`src/design/cfg_store_pkg.sv`:
```
// shared constants, types and tables for the configuration store link
// How it works
// - busy flag high while a store runs
// - host writes to busy flag are dropped
// - host sends no writes during a store
// - reads keep being answered during a store
// - rate change: bypass PLL2, write, re-enable
// - amount change: bypass PLL2, write, re-enable
// - amount field decodes center and down spread
// - zero amount powers spread circuitry down
// - stored lock bit blocks all later stores
// - locked device still applies volatile writes
// - block read length from byte count
// - store starts only on trigger rising edge
// - trigger stays high; host writes zero, one
// - host writes trigger last
// - host never interrupts a running store
package cfg_store_pkg;
    // ==========================================
    // device byte addresses on the link
    localparam logic [7:0] ADDR_PLL_BYPASS = 8'h03;
    localparam logic [7:0] ADDR_OUT_FIVE = 8'h18;
    localparam logic [7:0] ADDR_SPREAD = 8'h19;
    localparam logic [7:0] ADDR_READ_LEN = 8'h1a;
    // ==========================================
    // field positions
    localparam int BUSY_BIT = 7;
    localparam int LOCK_BIT = 7;
    localparam int TRIG_BIT = 7;
    localparam int BYPASS2_BIT = 6;
    localparam int AMT_MSB = 6;
    localparam int AMT_LSB = 4;
    localparam int DOWN_BIT = 6;
    localparam int RATE_MSB = 3;
    localparam int LEN_MSB = 6;
    // ==========================================
    // reset values
    localparam logic [7:0] OUT_FIVE_RESET = 8'h3a;
    localparam logic [7:0] SPREAD_RESET = 8'h09;
    localparam logic [7:0] READ_LEN_RESET = 8'h1b;
    localparam logic [2:0] AMT_NONE = 3'h0;
    localparam logic [6:0] LEN_ZERO = 7'h00;
    // ==========================================
    // timing
    localparam int CLK_PERIOD_NS = 5;
    localparam int STORE_TIME_NS = 20000;
    localparam int STORE_CYCLES_DEFAULT = (STORE_TIME_NS + CLK_PERIOD_NS - 1) / CLK_PERIOD_NS;
    // ==========================================
    // host register map (avalon byte addresses)
    localparam logic [4:0] AV_CMD = 5'h00;
    localparam logic [4:0] AV_ADDR = 5'h04;
    localparam logic [4:0] AV_WDATA = 5'h08;
    localparam logic [4:0] AV_AUX = 5'h0c;
    localparam logic [4:0] AV_STATUS = 5'h10;
    localparam logic [4:0] AV_IRQ = 5'h14;
    localparam logic [4:0] AV_MASK = 5'h18;
    localparam int IRQ_W = 3;
    localparam int IRQ_DONE = 0;
    localparam int IRQ_STORE = 1;
    localparam int IRQ_REFUSED = 2;

    typedef enum logic [2:0] {
        OP_NONE = 3'h0,
        OP_WRITE = 3'h1,
        OP_READ = 3'h2,
        OP_STORE = 3'h3,
        OP_SPREAD = 3'h4
    } op_t;

    // modulation factor per rate code
    function automatic logic [12:0] rate_factor(input logic [3:0] code);
        case (code)
            4'h0: rate_factor = 13'h1630;
            4'h1: rate_factor = 13'h1524;
            4'h2: rate_factor = 13'h1418;
            4'h3: rate_factor = 13'h130c;
            4'h4: rate_factor = 13'h1200;
            4'h5: rate_factor = 13'h10f4;
            4'h6: rate_factor = 13'h0fe8;
            4'h7: rate_factor = 13'h0edc;
            4'h8: rate_factor = 13'h0dd0;
            4'h9: rate_factor = 13'h0cd6;
            4'ha: rate_factor = 13'h0bb8;
            4'hb: rate_factor = 13'h0aac;
            4'hc: rate_factor = 13'h09a0;
            4'hd: rate_factor = 13'h0894;
            4'he: rate_factor = 13'h0788;
            default: rate_factor = 13'h067c;
        endcase
    endfunction
endpackage

```
`src/design/cfg_link_if.sv`:
```
// byte access link between the configuration host and the device
interface cfg_link_if;
    logic req;
    logic wr;
    logic [7:0] addr;
    logic [7:0] wdata;
    logic ack;
    logic [7:0] rdata;

    modport host (
        output req,
        output wr,
        output addr,
        output wdata,
        input ack,
        input rdata
    );

    modport device (
        input req,
        input wr,
        input addr,
        input wdata,
        output ack,
        output rdata
    );
endinterface

```
`src/design/cfg_store_device.sv`:
```
// device end: configuration bytes 24..26, nonvolatile store engine, spread decode
//
// Local design decision: the Avalon-MM slave port.
module cfg_store_device
    import cfg_store_pkg::*;
#(
    parameter int STORE_CYCLES = STORE_CYCLES_DEFAULT
) (
    input wire logic core_clk,
    input wire logic rst_n,
    cfg_link_if.device link,
    output logic storeBusy,
    output logic nvLocked,
    output logic storeRefused,
    output logic spreadPowerDown,
    output logic spreadDown,
    output logic [2:0] spreadAmountSel,
    output logic [12:0] spreadRateFactor,
    output logic [6:0] blockReadLength,
    output logic [6:0] outFiveSetup,
    output logic [7:0] nvByte24,
    output logic [7:0] nvByte25,
    output logic [7:0] nvByte26
);
    localparam int CNT_W = $clog2(STORE_CYCLES + 1);
    localparam logic [CNT_W-1:0] CNT_LOAD = CNT_W'(STORE_CYCLES - 1);
    localparam logic [CNT_W-1:0] CNT_ZERO = '0;

    typedef enum logic [1:0] {
        ST_IDLE = 2'b01,
        ST_STORE = 2'b10
    } store_state_t;

    // ==========================================
    // register file and link answer
    logic ack_reg;
    logic ack_next;
    logic [7:0] rdata_reg;
    logic [7:0] rdata_next;
    logic [7:0] outFive_reg;
    logic [7:0] outFive_next;
    logic [7:0] spread_reg;
    logic [7:0] spread_next;
    logic [7:0] readLen_reg;
    logic [7:0] readLen_next;
    logic refused_reg;
    logic refused_next;
    logic pd_reg;
    logic pd_next;
    logic down_reg;
    logic down_next;
    logic [2:0] amt_reg;
    logic [2:0] amt_next;
    logic [12:0] rate_reg;
    logic [12:0] rate_next;
    logic storeStart;

    // ==========================================
    // store engine state
    store_state_t state_reg;
    store_state_t state_next;
    logic [CNT_W-1:0] cnt_reg;
    logic [CNT_W-1:0] cnt_next;
    logic busy_reg;
    logic busy_next;
    logic lock_reg;
    logic lock_next;
    logic [7:0] snap24_reg;
    logic [7:0] snap24_next;
    logic [7:0] snap25_reg;
    logic [7:0] snap25_next;
    logic [7:0] snap26_reg;
    logic [7:0] snap26_next;
    logic [7:0] nv24_reg;
    logic [7:0] nv24_next;
    logic [7:0] nv25_reg;
    logic [7:0] nv25_next;
    logic [7:0] nv26_reg;
    logic [7:0] nv26_next;

    // ==========================================
    // register file next state
    always_comb begin
        ack_next = 1'b0;
        rdata_next = rdata_reg;
        outFive_next = outFive_reg;
        spread_next = spread_reg;
        readLen_next = readLen_reg;
        refused_next = 1'b0;
        storeStart = 1'b0;
        if (link.req && !ack_reg) begin
            ack_next = 1'b1;
            if (!link.wr) begin
                // reads are served whether or not a store runs
                case (link.addr)
                    ADDR_OUT_FIVE: rdata_next = {busy_reg, outFive_reg[BUSY_BIT-1:0]};
                    ADDR_SPREAD: rdata_next = spread_reg;
                    ADDR_READ_LEN: rdata_next = readLen_reg;
                    default: rdata_next = 8'h00;
                endcase
            end else if (state_reg == ST_STORE) begin
                // a write landing mid-store is dropped so the captured image stays whole
                refused_next = 1'b1;
            end else begin
                // volatile writes apply at once, locked or not
                case (link.addr)
                    ADDR_OUT_FIVE: outFive_next = {1'b0, link.wdata[BUSY_BIT-1:0]};
                    ADDR_SPREAD: spread_next = link.wdata;
                    ADDR_READ_LEN: begin
                        readLen_next[TRIG_BIT] = link.wdata[TRIG_BIT];
                        if (link.wdata[LEN_MSB:0] != LEN_ZERO) begin
                            readLen_next[LEN_MSB:0] = link.wdata[LEN_MSB:0];
                        end
                        if (!readLen_reg[TRIG_BIT] && link.wdata[TRIG_BIT]) begin
                            if (lock_reg) begin
                                refused_next = 1'b1;
                            end else begin
                                storeStart = 1'b1;
                            end
                        end
                    end
                    default: refused_next = 1'b0;
                endcase
            end
        end
        amt_next = spread_next[AMT_MSB:AMT_LSB];
        down_next = spread_next[DOWN_BIT];
        pd_next = (spread_next[AMT_MSB:AMT_LSB] == AMT_NONE);
        rate_next = rate_factor(spread_next[RATE_MSB:0]);
    end

    always_ff @(posedge core_clk) begin
        if (!rst_n) begin
            ack_reg <= 1'b0;
            rdata_reg <= 8'h00;
            outFive_reg <= OUT_FIVE_RESET;
            spread_reg <= SPREAD_RESET;
            readLen_reg <= READ_LEN_RESET;
            refused_reg <= 1'b0;
            pd_reg <= 1'b1;
            down_reg <= 1'b0;
            amt_reg <= AMT_NONE;
            rate_reg <= rate_factor(SPREAD_RESET[RATE_MSB:0]);
        end else begin
            ack_reg <= ack_next;
            rdata_reg <= rdata_next;
            outFive_reg <= outFive_next;
            spread_reg <= spread_next;
            readLen_reg <= readLen_next;
            refused_reg <= refused_next;
            pd_reg <= pd_next;
            down_reg <= down_next;
            amt_reg <= amt_next;
            rate_reg <= rate_next;
        end
    end

    // ==========================================
    // store engine next state
    always_comb begin
        state_next = state_reg;
        cnt_next = cnt_reg;
        busy_next = busy_reg;
        lock_next = lock_reg;
        snap24_next = snap24_reg;
        snap25_next = snap25_reg;
        snap26_next = snap26_reg;
        nv24_next = nv24_reg;
        nv25_next = nv25_reg;
        nv26_next = nv26_reg;
        case (state_reg)
            ST_IDLE: begin
                if (storeStart) begin
                    state_next = ST_STORE;
                    cnt_next = CNT_LOAD;
                    busy_next = 1'b1;
                    snap24_next = outFive_next;
                    snap25_next = spread_next;
                    snap26_next = readLen_next;
                end
            end
            ST_STORE: begin
                if (cnt_reg == CNT_ZERO) begin
                    state_next = ST_IDLE;
                    busy_next = 1'b0;
                    nv24_next = snap24_reg;
                    nv25_next = snap25_reg;
                    nv26_next = snap26_reg;
                    // only the stored copy of the lock bit counts, and only reset clears it
                    lock_next = lock_reg | snap25_reg[LOCK_BIT];
                end else begin
                    cnt_next = cnt_reg - 1'b1;
                end
            end
            default: begin
                state_next = ST_IDLE;
                busy_next = 1'b0;
            end
        endcase
    end

    always_ff @(posedge core_clk) begin
        if (!rst_n) begin
            state_reg <= ST_IDLE;
            cnt_reg <= CNT_ZERO;
            busy_reg <= 1'b0;
            lock_reg <= 1'b0;
            snap24_reg <= OUT_FIVE_RESET;
            snap25_reg <= SPREAD_RESET;
            snap26_reg <= READ_LEN_RESET;
            nv24_reg <= OUT_FIVE_RESET;
            nv25_reg <= SPREAD_RESET;
            nv26_reg <= READ_LEN_RESET;
        end else begin
            state_reg <= state_next;
            cnt_reg <= cnt_next;
            busy_reg <= busy_next;
            lock_reg <= lock_next;
            snap24_reg <= snap24_next;
            snap25_reg <= snap25_next;
            snap26_reg <= snap26_next;
            nv24_reg <= nv24_next;
            nv25_reg <= nv25_next;
            nv26_reg <= nv26_next;
        end
    end

    // ==========================================
    // outputs
    assign link.ack = ack_reg;
    assign link.rdata = rdata_reg;
    assign storeBusy = busy_reg;
    assign nvLocked = lock_reg;
    assign storeRefused = refused_reg;
    assign spreadPowerDown = pd_reg;
    assign spreadDown = down_reg;
    assign spreadAmountSel = amt_reg;
    assign spreadRateFactor = rate_reg;
    assign blockReadLength = readLen_reg[LEN_MSB:0];
    assign outFiveSetup = outFive_reg[BUSY_BIT-1:0];
    assign nvByte24 = nv24_reg;
    assign nvByte25 = nv25_reg;
    assign nvByte26 = nv26_reg;
endmodule

```
`src/flat_wrapper.sv`:
```
// flat-port wrapper written by rule: the top's interface ports become plain ports
module cfg_store_device_flat import cfg_store_pkg::*;
#(
    parameter int STORE_CYCLES = STORE_CYCLES_DEFAULT
)
  (core_clk, rst_n, storeBusy, nvLocked, storeRefused, spreadPowerDown, spreadDown, spreadAmountSel, spreadRateFactor, blockReadLength, outFiveSetup, nvByte24, nvByte25, nvByte26, link_req, link_wr, link_addr, link_wdata, link_ack, link_rdata);
  cfg_link_if link_i ();
  input wire logic core_clk;
  input wire logic rst_n;
  output logic storeBusy;
  output logic nvLocked;
  output logic storeRefused;
  output logic spreadPowerDown;
  output logic spreadDown;
  output logic [2:0] spreadAmountSel;
  output logic [12:0] spreadRateFactor;
  output logic [6:0] blockReadLength;
  output logic [6:0] outFiveSetup;
  output logic [7:0] nvByte24;
  output logic [7:0] nvByte25;
  output logic [7:0] nvByte26;
  input wire logic [$bits(link_i.req)-1:0] link_req;
  input wire logic [$bits(link_i.wr)-1:0] link_wr;
  input wire logic [$bits(link_i.addr)-1:0] link_addr;
  input wire logic [$bits(link_i.wdata)-1:0] link_wdata;
  output wire logic [$bits(link_i.ack)-1:0] link_ack;
  output wire logic [$bits(link_i.rdata)-1:0] link_rdata;
  assign link_i.req = link_req;
  assign link_i.wr = link_wr;
  assign link_i.addr = link_addr;
  assign link_i.wdata = link_wdata;
  assign link_ack = link_i.ack;
  assign link_rdata = link_i.rdata;
  cfg_store_device #(.STORE_CYCLES(STORE_CYCLES)) u_core (.core_clk(core_clk), .rst_n(rst_n), .link(link_i), .storeBusy(storeBusy), .nvLocked(nvLocked), .storeRefused(storeRefused), .spreadPowerDown(spreadPowerDown), .spreadDown(spreadDown), .spreadAmountSel(spreadAmountSel), .spreadRateFactor(spreadRateFactor), .blockReadLength(blockReadLength), .outFiveSetup(outFiveSetup), .nvByte24(nvByte24), .nvByte25(nvByte25), .nvByte26(nvByte26));
endmodule
```
`config.mk`:
```
export PLATFORM = sky130hd
export DESIGN_NAME = cfg_store_device_flat
export DESIGN_NICKNAME = d
export VERILOG_FILES = /design/src/design/cfg_store_pkg.sv /design/src/design/cfg_link_if.sv /design/src/design/cfg_store_device.sv /design/src/flat_wrapper.sv
export SDC_FILE = /design/constraint.sdc
export NUM_CORES = 1
export LEC_CHECK = 0
export ABC_AREA = 1
export BUFFER_PORTS_ARGS = -buffer_cell sky130_fd_sc_hd__buf_2
export CORE_ASPECT_RATIO = 1.5
export CORE_MARGIN = 5
export CORE_UTILIZATION = 50
export DETAILED_ROUTE_END_ITERATION = 10
export PLACE_DENSITY = 0.76
export SYNTH_ARGS = -nofsm -noshare
export SYNTH_HDL_FRONTEND = slang
export SYNTH_SLANG_ARGS = --single-unit
```
`constraint.sdc`:
```
create_clock -name core_clk -period 1.7 [get_ports core_clk]
set_clock_uncertainty 0.1 [all_clocks]
set_input_delay 0.17 -clock core_clk [delete_from_list [all_inputs] [get_ports core_clk]]
set_output_delay 0.17 -clock core_clk [all_outputs]
set_load 0.01 [all_outputs]
```
==> flow_metrics.tcl, run 1 <==
set metrics [dict create \
    clock_latency_ps 350 \
    per_cell_routed_wire_length_um 14.83 \
    post_route_cells_drive_above_1_share_pct 27.26 \
    synth_async_sr_flop_share_pct 0 \
    dpl-instance-area_mm2 0.005542 \
    synth_edf_count 0 \
    global_route_overflow 0 \
    post-place-cells 879 \
    number_of_unique_standard_cell_types_used_by_synthesis 37 \
    worst_ep_arrival_time_ps 1870 \
    areaGrowthSynthToFinish_pct 24.79 \
    syn_area_mm2 0.004861 \
    postSynthRegisterBits 108 \
    stdcell_area_mm2 0.006066 \
    leakage_uw 0.003029 \
    power_per_cell_area_mw_per_mm2 793.2 \
    fmaxAchievable_mhz 581.0 \
    hold_class "in2reg" \
    timing.final.setup_violations 2 \
    rsz0062_at_grt "true" \
    fp.coreArea_mm2 0.009579 \
    effective_utilization_at_floorplan_pct 50.74 \
    cts_max_level 3 \
    worst_ep_required_time_ps 1850 \
    synth_ff_type "sky130_fd_sc_hd__dfxtp_1" \
    post_synth_inst_count 682 \
    finalHoldViolations 0 \
    layout.nets 806 \
    drt_iter0_markers 384 \
    topRoutingLayerUsed "met4" \
    synthesized_netlist_net_count 708 \
    antenna-diode-count 0 \
    fp.dieW_um 90.51 \
    min_period_over_period_pct 101.2 \
    drc 0 \
    final_antenna_net_count 0 \
    finalWeightedCongestion 0.9676 \
    outcome "finished with violations" \
    tritoncts "yes" \
    route.met2.wl_mm 6.947 \
    detail_route.first_pass.iterations 7 \
    number_of_input_and_output_port_buffers_inserted 86 \
    clkSinkCount 108 \
    largest_register_ff_count 12 \
    first_global_vias 4676 \
    route.final.wire_length_mm 13.35 \
    grt_start_max_net_pins 22 \
    clkSlewWorstSetupHoldPaths_ps 80 \
    setup_slack_ps -21.12 \
    num-fill-cells 835 \
    wl_met3_um 730 \
    filler_free_cell_count_of_the_finished_design 900 \
    crit_path_top_delay_cell "sky130_fd_sc_hd__dfxtp_2" \
    longest_individual_stage_delay_on_the_worst_path_ps 330 \
    cap_viol_max_count 0 \
    grt_pass1_wl_mm 21.49 \
    synthesis.yosys.warnings 0 \
    core.rowCount 44 \
    end_kind "register" \
    die_area_mm2 0.01183 \
    final.hold.worst_slack_ps 29.01 \
    detail_route.wirelength.met1_mm 5.152 \
    violations "negative setup slack" \
    ir_worst_vdd_uv 633.5 \
    post-place-ws_ps -27.57 \
    dp_hpwl_mm 9.775 \
    start_kind "register" \
    grt.total_usage_pct 22.26 \
    final.min_clock_period_ps 1721 \
    synth_seq_area_share_pct 44.48 \
    die_y_um 130.8 \
    tritoncts.num_buffers 9 \
    critPathMaxFanout 8 \
    max-clock-path-buffers 2 \
    antenna_found_initial 0 \
    io_pins 88 \
    setup.worst_path.class "reg2reg" \
    postSynthAreaPerCell_um2 7.127 \
    timing.critical_path.cells "inv_2 -> nand3_4 -> nor2_4 -> nand3_4 -> nand2_4 -> nand2_4 -> ha_4 -> inv_2 -> nand2_1 -> nand3_2 -> nand2_1" \
    finalMaxSlewViolations 0 \
    route.vias.total 4735 \
    number_of_vias_per_cell_after_detailed_routing 5.261 \
    root_buffer "sky130_fd_sc_hd__clkbuf_16" \
]
[logic make-up after synthesis]
group,count (synthesis),share of synthesized area [%]
and+or+nand+nor,362,32.61
buffers and inverters,122,11.99
DFF,108,44.48
AOI/OAI and AO/OA,83,9.292
adders and majority gates,6,1.544
other,1,0.07715
[cell type report]
type	instances	area [µm²]	area share (%)
timing repair buffer	130	827.0	13.63
inverter	79	304.0	5.012
sequential	108	2165	35.68
clock buffer	9	225.2	3.713
multi-input combinational	452	2321	38.26
clock inverter	7	80.08	1.320
tap	115	143.9	2.372
[worst paths after layout]
kind                              from                          to  slack (ps)  cells past startpoint
setup / recovery       u_core.link.ack  u_core.spreadRateFactor[9]         -20                     11
hold / removal           link_wdata[6]       u_core.readLen_reg[6]          30                      3
setup reg to reg       u_core.link.ack  u_core.spreadRateFactor[9]         -20                     11
hold reg to reg   u_core.snap26_reg[3]        u_core.snap26_reg[3]         360                      2
[critical path, delay by kind of cell, from the launching register on]
kind / cells / cell delay (ps)
flip-flops: 1 / 330
adder cells (fa/ha/maj): 1 / 240
buffers and inverters: 2 / 120
AND/OR/NAND/NOR: 8 / 820
[cells in the mapped netlist, types with 2 or more instances]
cell type,count,share of area [%]
sky130_fd_sc_hd__inv_1,71,5.5
sky130_fd_sc_hd__nor2_2,4,0.51
sky130_fd_sc_hd__o21ai_0,24,2.5
sky130_fd_sc_hd__o211ai_1,2,0.31
sky130_fd_sc_hd__a22oi_1,2,0.31
sky130_fd_sc_hd__nand3_2,3,0.62
sky130_fd_sc_hd__o21a_1,3,0.46
sky130_fd_sc_hd__nand2_2,9,1.2
sky130_fd_sc_hd__dfxtp_1,108,44
sky130_fd_sc_hd__or2_2,3,0.39
sky130_fd_sc_hd__nand2_1,220,17
sky130_fd_sc_hd__buf_2,7,0.72
sky130_fd_sc_hd__a21oi_1,42,4.3
sky130_fd_sc_hd__ha_1,6,1.5
sky130_fd_sc_hd__buf_6,4,0.93
sky130_fd_sc_hd__o21ai_1,3,0.31
sky130_fd_sc_hd__clkbuf_1,8,0.62
sky130_fd_sc_hd__inv_2,7,0.54
sky130_fd_sc_hd__nor2_1,35,2.7
sky130_fd_sc_hd__nor2_4,3,0.69
sky130_fd_sc_hd__a21boi_1,4,0.62
sky130_fd_sc_hd__nor3_1,5,0.51
sky130_fd_sc_hd__nand4_1,3,0.39
sky130_fd_sc_hd__nand3_1,69,7.1
sky130_fd_sc_hd__nand3b_1,2,0.31
sky130_fd_sc_hd__nor3b_1,2,0.31
sky130_fd_sc_hd__buf_4,23,3.6
[stage by stage]
stage / power (µW) / util (%) / setup TNS (ps)
final: 4811 / 63.32 / -28.41
after global routing: 4979 / 63.32 / -1267
after CTS: 4824 / 61.34 / 0
after detailed placement: 2761 / 57.85 / -56.35
after global placement: 2758 / 57.85 / 0
after floorplan: 2686 / - / -39.63
[cell usage in the layout, fill, tap and decap left out, drive strengths merged]
cell         count
ha               6
a21boi           5
o21a             3
clkinvlp         1
nor2            43
or2              4
a21oi           43
nand4            3
dlygate4sd3      1
o211ai           2
nand3b           2
nor4             1
conb             1
buf            129
dfxtp          108
clkinv           3
a22oi            2
o21ai           27
clkbuf           9
nor3             5
a211oi           1
inv             82
nand3           72
nor3b            3
nand2          229
[power breakdown]
| group | switching [µW] | total, µW | internal, µW |
|---|---|---|---|
| Combinational | 123 | 189 | 66.0 |
| Clock | 1040 | 2090 | 1050 |
| Sequential | 2.13 | 2530 | 2530 |
| Total | 1160 | 4810 | 3650 |
[routing by layer]
metal	GRT usage (%)	vias up
met1	24.40	2215
met4	11.31	0
met2	40.52	157
li1	-	2325
met5	0	-
met3	4.639	38
[repair_timing]
item                                    4_1_cts  5_1_grt
pin swaps                                     3        8
endpoints found under the setup margin        6       62
endpoints found under the hold margin         1        0
resized for setup                             3       43
buffers inserted                              1        3
hold buffers                                  1        0
Note: power is estimated with default switching activity, not from simulation.
==> inputs of run 2 (changes only) <==
--- a/config.mk
+++ b/config.mk
@@ -5,7 +5,7 @@
 export SDC_FILE = /design/constraint.sdc
 export NUM_CORES = 1
 export LEC_CHECK = 0
-export ABC_AREA = 1
+export ABC_AREA = 0
 export BUFFER_PORTS_ARGS = -buffer_cell sky130_fd_sc_hd__buf_2
 export CORE_ASPECT_RATIO = 1.5
 export CORE_MARGIN = 5
==> flow_metrics.tcl, run 2 <==
set metrics [dict create \
    number_of_input_and_output_port_buffers_inserted 86 \
    netlist.area_leader.share_pct 45.41 \
    fp.dieW_um 89.67 \
    crit_family "simple AND/OR/NAND/NOR gates" \
    grt.total_usage_pct 29.23 \
    syn_area_mm2 0.004761 \
    finalHoldViolations 0 \
    max-clock-path-buffers 2 \
    number_of_unique_standard_cell_types_used_by_synthesis 58 \
    clkSlewWorstSetupHoldPaths_ps 70 \
    ir_worst_vdd_uv 606.5 \
    synth_seq_area_share_pct 45.41 \
    antenna-diode-count 0 \
    root_buffer "sky130_fd_sc_hd__clkbuf_16" \
    yosys-top-cells-area "sky130_fd_sc_hd__dfxtp_1, sky130_fd_sc_hd__nand2_1, sky130_fd_sc_hd__a21oi_1" \
    die_area_mm2 0.01161 \
    outcome "finished with violations" \
    synth.cells.most_frequent "sky130_fd_sc_hd__dfxtp_1, sky130_fd_sc_hd__nand2_1, sky130_fd_sc_hd__a21oi_1, sky130_fd_sc_hd__nor2_1, sky130_fd_sc_hd__nand3_1" \
    min_period_over_period_pct 127.2 \
    start_kind "register" \
    post-place-ws_ps -581.0 \
    longest_individual_stage_delay_on_the_worst_path_ps 420 \
    end_kind "register" \
    clock_latency_ps 360 \
    final.min_clock_period_ps 2162 \
    final_common_cell "sky130_fd_sc_hd__dfxtp_1" \
    leakage_uw 0.003019 \
    post_synth_inst_count 550 \
    drc 0 \
    post_synthesis_cell_type_with_the_largest_combined_area "sky130_fd_sc_hd__dfxtp_1" \
    clkSinkCount 108 \
    synth_edf_count 0 \
    dp_hpwl_mm 10.14 \
    setup.worst_path.class "reg2reg" \
    antenna_found_initial 0 \
    worst_ep_required_time_ps 1870 \
    critPathMaxFanout 4 \
    cts_max_level 3 \
    worst_pin_slew_ps 523.3 \
    synth.most_common_cell "sky130_fd_sc_hd__dfxtp_1" \
    synthesized_netlist_net_count 576 \
    per_cell_routed_wire_length_um 22.56 \
    fmaxAchievable_mhz 462.5 \
    core.rowCount 43 \
    grt_start_max_net_pins 41 \
    postSynthRegisterBits 108 \
    route.vias.total 5168 \
    areaGrowthSynthToFinish_pct 55.48 \
    final_antenna_net_count 0 \
    path_common_cell "sky130_fd_sc_hd__nand2_2" \
    rsz0062_at_grt "true" \
    global_route_overflow 0 \
    layout_common_cells "sky130_fd_sc_hd__dfxtp_1, sky130_fd_sc_hd__buf_2, sky130_fd_sc_hd__buf_4, sky130_fd_sc_hd__nand2_1, sky130_fd_sc_hd__nor2_1" \
    synth_ff_type "sky130_fd_sc_hd__dfxtp_1" \
    num-fill-cells 519 \
    finalMaxSlewViolations 0 \
    first_global_vias 4883 \
    drt_iter0_markers 504 \
    number_of_vias_per_cell_after_detailed_routing 6.249 \
    slew_headroom_pct 65.07 \
    timing.critical_path.cells "nand3b_4 -> or3b_4 -> nor2_8 -> a21oi_4 -> ha_4 -> nand2_2 -> nand2_2 -> a21oi_2 -> a221o_1 -> o32ai_2" \
    fp.coreArea_mm2 0.009308 \
    synth_async_sr_flop_share_pct 0 \
    effective_utilization_at_floorplan_pct 51.15 \
    cap_viol_max_count 0 \
    tritoncts "yes" \
    power_per_cell_area_mw_per_mm2 697.9 \
    fin_tns_setup_ps -19530 \
    post_route_cells_drive_above_1_share_pct 53.15 \
    io_pins 88 \
    grt_pass1_wl_mm 25.56 \
    tritoncts.num_buffers 9 \
    crit_path_top_delay_cell "sky130_fd_sc_hd__or3b_4" \
    largest_register_ff_count 12 \
    die_y_um 129.5 \
    synthesis.yosys.warnings 0 \
    hold_class "in2reg" \
    timing.final.setup_violations 90 \
    postSynthAreaPerCell_um2 8.656 \
    setup_slack_ps -462.1 \
    violations "negative setup slack" \
    worst_ep_arrival_time_ps 2330 \
    finalWeightedCongestion 0.9165 \
    buf_inv_stages_crit_path 0 \
    detail_route.first_pass.iterations 5 \
    route.final.wire_length_mm 18.66 \
    layout.nets 736 \
]
run 2: changes by cell type after synthesis, sizes merged, moves of 7 or more:
| cell | previous run | this run |
|---|---|---|
| nand2 | 229 | 95 |
| mux2i | 0 | 17 |
| inv | 78 | 14 |
| clkbuf | 8 | 21 |
| a211oi | 1 | 15 |
| a31oi | 0 | 7 |
| o211ai | 2 | 10 |
| nand3 | 72 | 27 |
run 2: repair_timing:
action / in CTS / in global routing
hold buffers: 1 / 0
endpoints found under the setup margin: 88 / 92
hold endpoints to repair: 1 / 0
resized for setup: 90 / 123
cloned: 11 / 4
setup buffers: 20 / 12
pin swaps: 43 / 61
run 2: cell type report:
| class | instances | area (µm²) | share of cell area, % |
|---|---|---|---|
| clock buffers | 11 | 252.7 | 3.414 |
| inverters | 14 | 57.56 | 0.7776 |
| flip-flops and latches | 108 | 2170 | 29.31 |
| multi-input cells | 374 | 3020 | 40.80 |
| repair buffers | 203 | 1678 | 22.67 |
| well taps | 112 | 140.1 | 1.893 |
| clock inverters | 5 | 83.83 | 1.133 |
run 2: logic make-up after synthesis:
kind of cell / count (synthesis) / synth area share [%]
and+or+nand+nor: 215 / 22.81
AOI/OAI and AO/OA: 125 / 17.00
DFF: 108 / 45.41
buffers and inverters: 71 / 8.252
muxes: 17 / 3.574
xor gates and xnor gates: 7 / 1.288
adders and majority gates: 6 / 1.577
other: 1 / 0.07877
run 2: path summary, 6_finish.rpt:
check | startpoint | end | slack (ps) | cells past startpoint
hold reg to reg | u_core.snap24_reg[6] | u_core.nvByte24[6] | 360 | 2
setup / recovery | u_core.link.ack | u_core.spreadRateFactor[5] | -460 | 10
setup reg to reg | u_core.link.ack | u_core.spreadRateFactor[5] | -460 | 10
hold / removal | link_wdata[4] | u_core.outFive_reg[4] | 30 | 3
run 2: power breakdown:
part / internal [µW] / switching [µW]
combinational: 103 / 177
clock: 1380 / 979
sequential: 2530 / 1.93
run 2: routing by layer:
layer  track usage (%)  wire, µm  vias to the layer above
met3             5.471      1361                      117
met1             33.10      6424                     2466
met5                 0         0                        -
met4             19.54      1363                        0
li1                  -         -                     2243
met2             48.66      9509                      342
run 2: worst min-delay path: stages:
cell and delay [ps]:
sky130_fd_sc_hd__buf_2 150, sky130_fd_sc_hd__nand2_1 60, sky130_fd_sc_hd__nand3_1 70
run 2: per-stage QoR:
stage | area, µm² | power [µW] | std cells | hold slack [ps] | util, %
after floorplan | 4912 | 2702 | 550 | 186.1 | -
after global placement | 5724 | 2803 | 769 | 335.7 | 61.50
after detailed placement | 5724 | 2806 | 769 | 342.4 | 61.50
after CTS | 6793 | 5110 | 816 | 18.68 | 72.98
after global routing | 7402 | 5280 | 827 | 47.81 | 79.53
final | 7402 | 5166 | 827 | 32.74 | 79.53
==> inputs of run 3 (changes only) <==
--- a/config.mk
+++ b/config.mk
@@ -11,6 +11,7 @@
 export CORE_MARGIN = 5
 export CORE_UTILIZATION = 50
 export DETAILED_ROUTE_END_ITERATION = 10
+export GPL_TIMING_DRIVEN = 0
 export PLACE_DENSITY = 0.76
 export SYNTH_ARGS = -nofsm -noshare
 export SYNTH_HDL_FRONTEND = slang
==> flow_metrics.tcl, run 3 (synthesis results as in run 2) <==
set metrics [dict create \
    netSwitchingFraction_pct 22.76 \
    stdcell_area_mm2 0.007381 \
    power_report.internal_total_uw 3867 \
    clkSlewWorstSetupHoldPaths_ps 70 \
    per_cell_routed_wire_length_um 22.33 \
    cts_max_level 3 \
    violations "negative setup slack" \
    detail_route.first_pass.iterations 8 \
    min_period_over_period_pct 130.6 \
    die_y_um 129.5 \
    drt_iter0_markers 477 \
    number_of_input_and_output_port_buffers_inserted 86 \
    clock_latency_ps 350 \
    setup.worst_path.class "reg2reg" \
    timing.reg2reg.worst_path_depth 10 \
    post-place-cells 748 \
    timing.final.setup_violations 96 \
    rsz0062_at_grt "true" \
    slew_headroom_pct 39.95 \
    finalHoldViolations 0 \
    drc 0 \
    setup_slack_ps -519.8 \
    final_common_cell "sky130_fd_sc_hd__dfxtp_1" \
    worst_ep_arrival_time_ps 2390 \
    fin_tns_setup_ps -18490 \
    final.hold.worst_slack_ps 34.90 \
    power_per_cell_area_mw_per_mm2 678.3 \
    ir_worst_vdd_uv 581.5 \
    portion_of_total_power_attributed_to_the_clock_network_pct 44.1 \
    grt_start_max_net_pins 17 \
    route.vias.total 5200 \
    worst_pin_slew_ps 900.8 \
    tritoncts "yes" \
    dp_hpwl_mm 10.25 \
    hold_class "in2reg" \
    final.min_clock_period_ps 2220 \
    dpl-instance-area_mm2 0.005483 \
    root_buffer "sky130_fd_sc_hd__clkbuf_16" \
    cap_viol_max_count 0 \
    grt_pass1_wl_mm 24.80 \
    final_antenna_net_count 0 \
    timing.hold.worst_path_depth 3 \
    end_kind "register" \
    finalWeightedCongestion 0.9526 \
    fmaxAchievable_mhz 450.5 \
    core.rowCount 43 \
    outcome "finished with violations" \
    fp.coreArea_mm2 0.009308 \
    filler_free_cell_count_of_the_finished_design 831 \
    critPathMaxFanout 4 \
    power.sequential.fraction_pct 50.5 \
    p_comb_share_pct 5.4 \
    post-place-ws_ps -975.0 \
    number_of_vias_per_cell_after_detailed_routing 6.258 \
    effective_utilization_at_floorplan_pct 51.15 \
    global_route_overflow 0 \
    die_area_mm2 0.01161 \
    max-clock-path-buffers 2 \
    fp.dieW_um 89.67 \
    antenna-diode-count 0 \
    post_route_cells_drive_above_1_share_pct 52.43 \
    tritoncts.num_buffers 9 \
    net-switching-power_uw 1140 \
    antenna_found_initial 0 \
    first_global_vias 4914 \
    start_kind "register" \
    route.final.wire_length_mm 18.56 \
    layout.nets 741 \
    worst_ep_required_time_ps 1870 \
    layout_common_cells "sky130_fd_sc_hd__dfxtp_1, sky130_fd_sc_hd__buf_2, sky130_fd_sc_hd__buf_4, sky130_fd_sc_hd__nand2_1, sky130_fd_sc_hd__nor2_1" \
    areaGrowthSynthToFinish_pct 55.03 \
    grt.total_usage_pct 28.12 \
    leakage_uw 0.003030 \
    largest_register_ff_count 12 \
    clkSinkCount 108 \
    finalMaxSlewViolations 0 \
    io_pins 88 \
]
## run 3: changes by cell type in the layout (fill, tap and decap cells not counted), moves of 8 or more
cell                       before  now
sky130_fd_sc_hd__nand3_1       20   12
sky130_fd_sc_hd__nand3_2        6   14
sky130_fd_sc_hd__buf_6         17   28
sky130_fd_sc_hd__a21oi_1        9   17
sky130_fd_sc_hd__a21oi_2       26   18
sky130_fd_sc_hd__buf_4         77   62
sky130_fd_sc_hd__clkbuf_1       0   14
## run 3: critical path, stage by stage, from the launching register on
cell and delay [ps]:
sky130_fd_sc_hd__dfxtp_2 330, sky130_fd_sc_hd__nand3b_4 170, sky130_fd_sc_hd__or3b_4 440, sky130_fd_sc_hd__nor2_8 150, sky130_fd_sc_hd__a21oi_4 90, sky130_fd_sc_hd__ha_4 290, sky130_fd_sc_hd__nand2_2 50, sky130_fd_sc_hd__nand2_1 80
sky130_fd_sc_hd__a21oi_1 40, sky130_fd_sc_hd__a221o_1 280, sky130_fd_sc_hd__o32ai_2 120
## run 3: area by class of cell
cell class	count	area, µm²
multi-input cells	372	3112
flip-flops and latches	108	2180
fillers	524	1927
repair buffers	161	1174
plain buffers	49	406.6
clock buffers	12	266.5
well taps	112	140.1
inverters	14	57.56
clock inverters	3	45.04
## run 3: power by group through the flow
stage | Sequential [µW] | Combinational, µW | Clock (µW)
final | 2530 | 271 | 2210
after global routing | 2530 | 281 | 2290
after CTS | 2530 | 229 | 2180
after detailed placement | 2590 | 199 | 0
after global placement | 2590 | 198 | 0
after floorplan | 2590 | 110 | 0
## run 3: final timing paths
| path | start | to | slack [ps] |
|---|---|---|---|
| max | u_core.link.ack | u_core.spreadRateFactor[5] | -520 |
| min | link_wdata[7] | u_core.readLen_reg[7] | 30 |
| max reg2reg | u_core.link.ack | u_core.spreadRateFactor[5] | -520 |
| min reg2reg | u_core.snap26_reg[7] | u_core.nvByte26[7] | 370 |
## run 3: routing by layer
| metal | vias to the layer above | wire (µm) | GRT usage (%) |
|---|---|---|---|
| li1 | 2257 | - | - |
| met1 | 2482 | 6526 | 32.62 |
| met2 | 365 | 9284 | 48.02 |
| met3 | 96 | 1426 | 4.389 |
| met4 | 0 | 1321 | 15.86 |
| met5 | - | 0 | 0 |
## run 3: timing repair
| item | CTS | global route |
|---|---|---|
| pin swaps | 63 | 70 |
| setup buffers | 48 | 22 |
| endpoints found under the hold margin | 1 | 0 |
| cloned | 4 | 4 |
| setup endpoints to repair | 99 | 105 |
| resized for setup | 139 | 124 |
| hold buffers | 1 | 0 |
## run 3: stage by stage
stage               power (µW)  utilization (%)
finish                    5007            79.30
global route              5098            79.30
CTS                       4936            72.94
detailed placement        2791            58.91
global placement          2789            58.91
floorplan                 2702                -
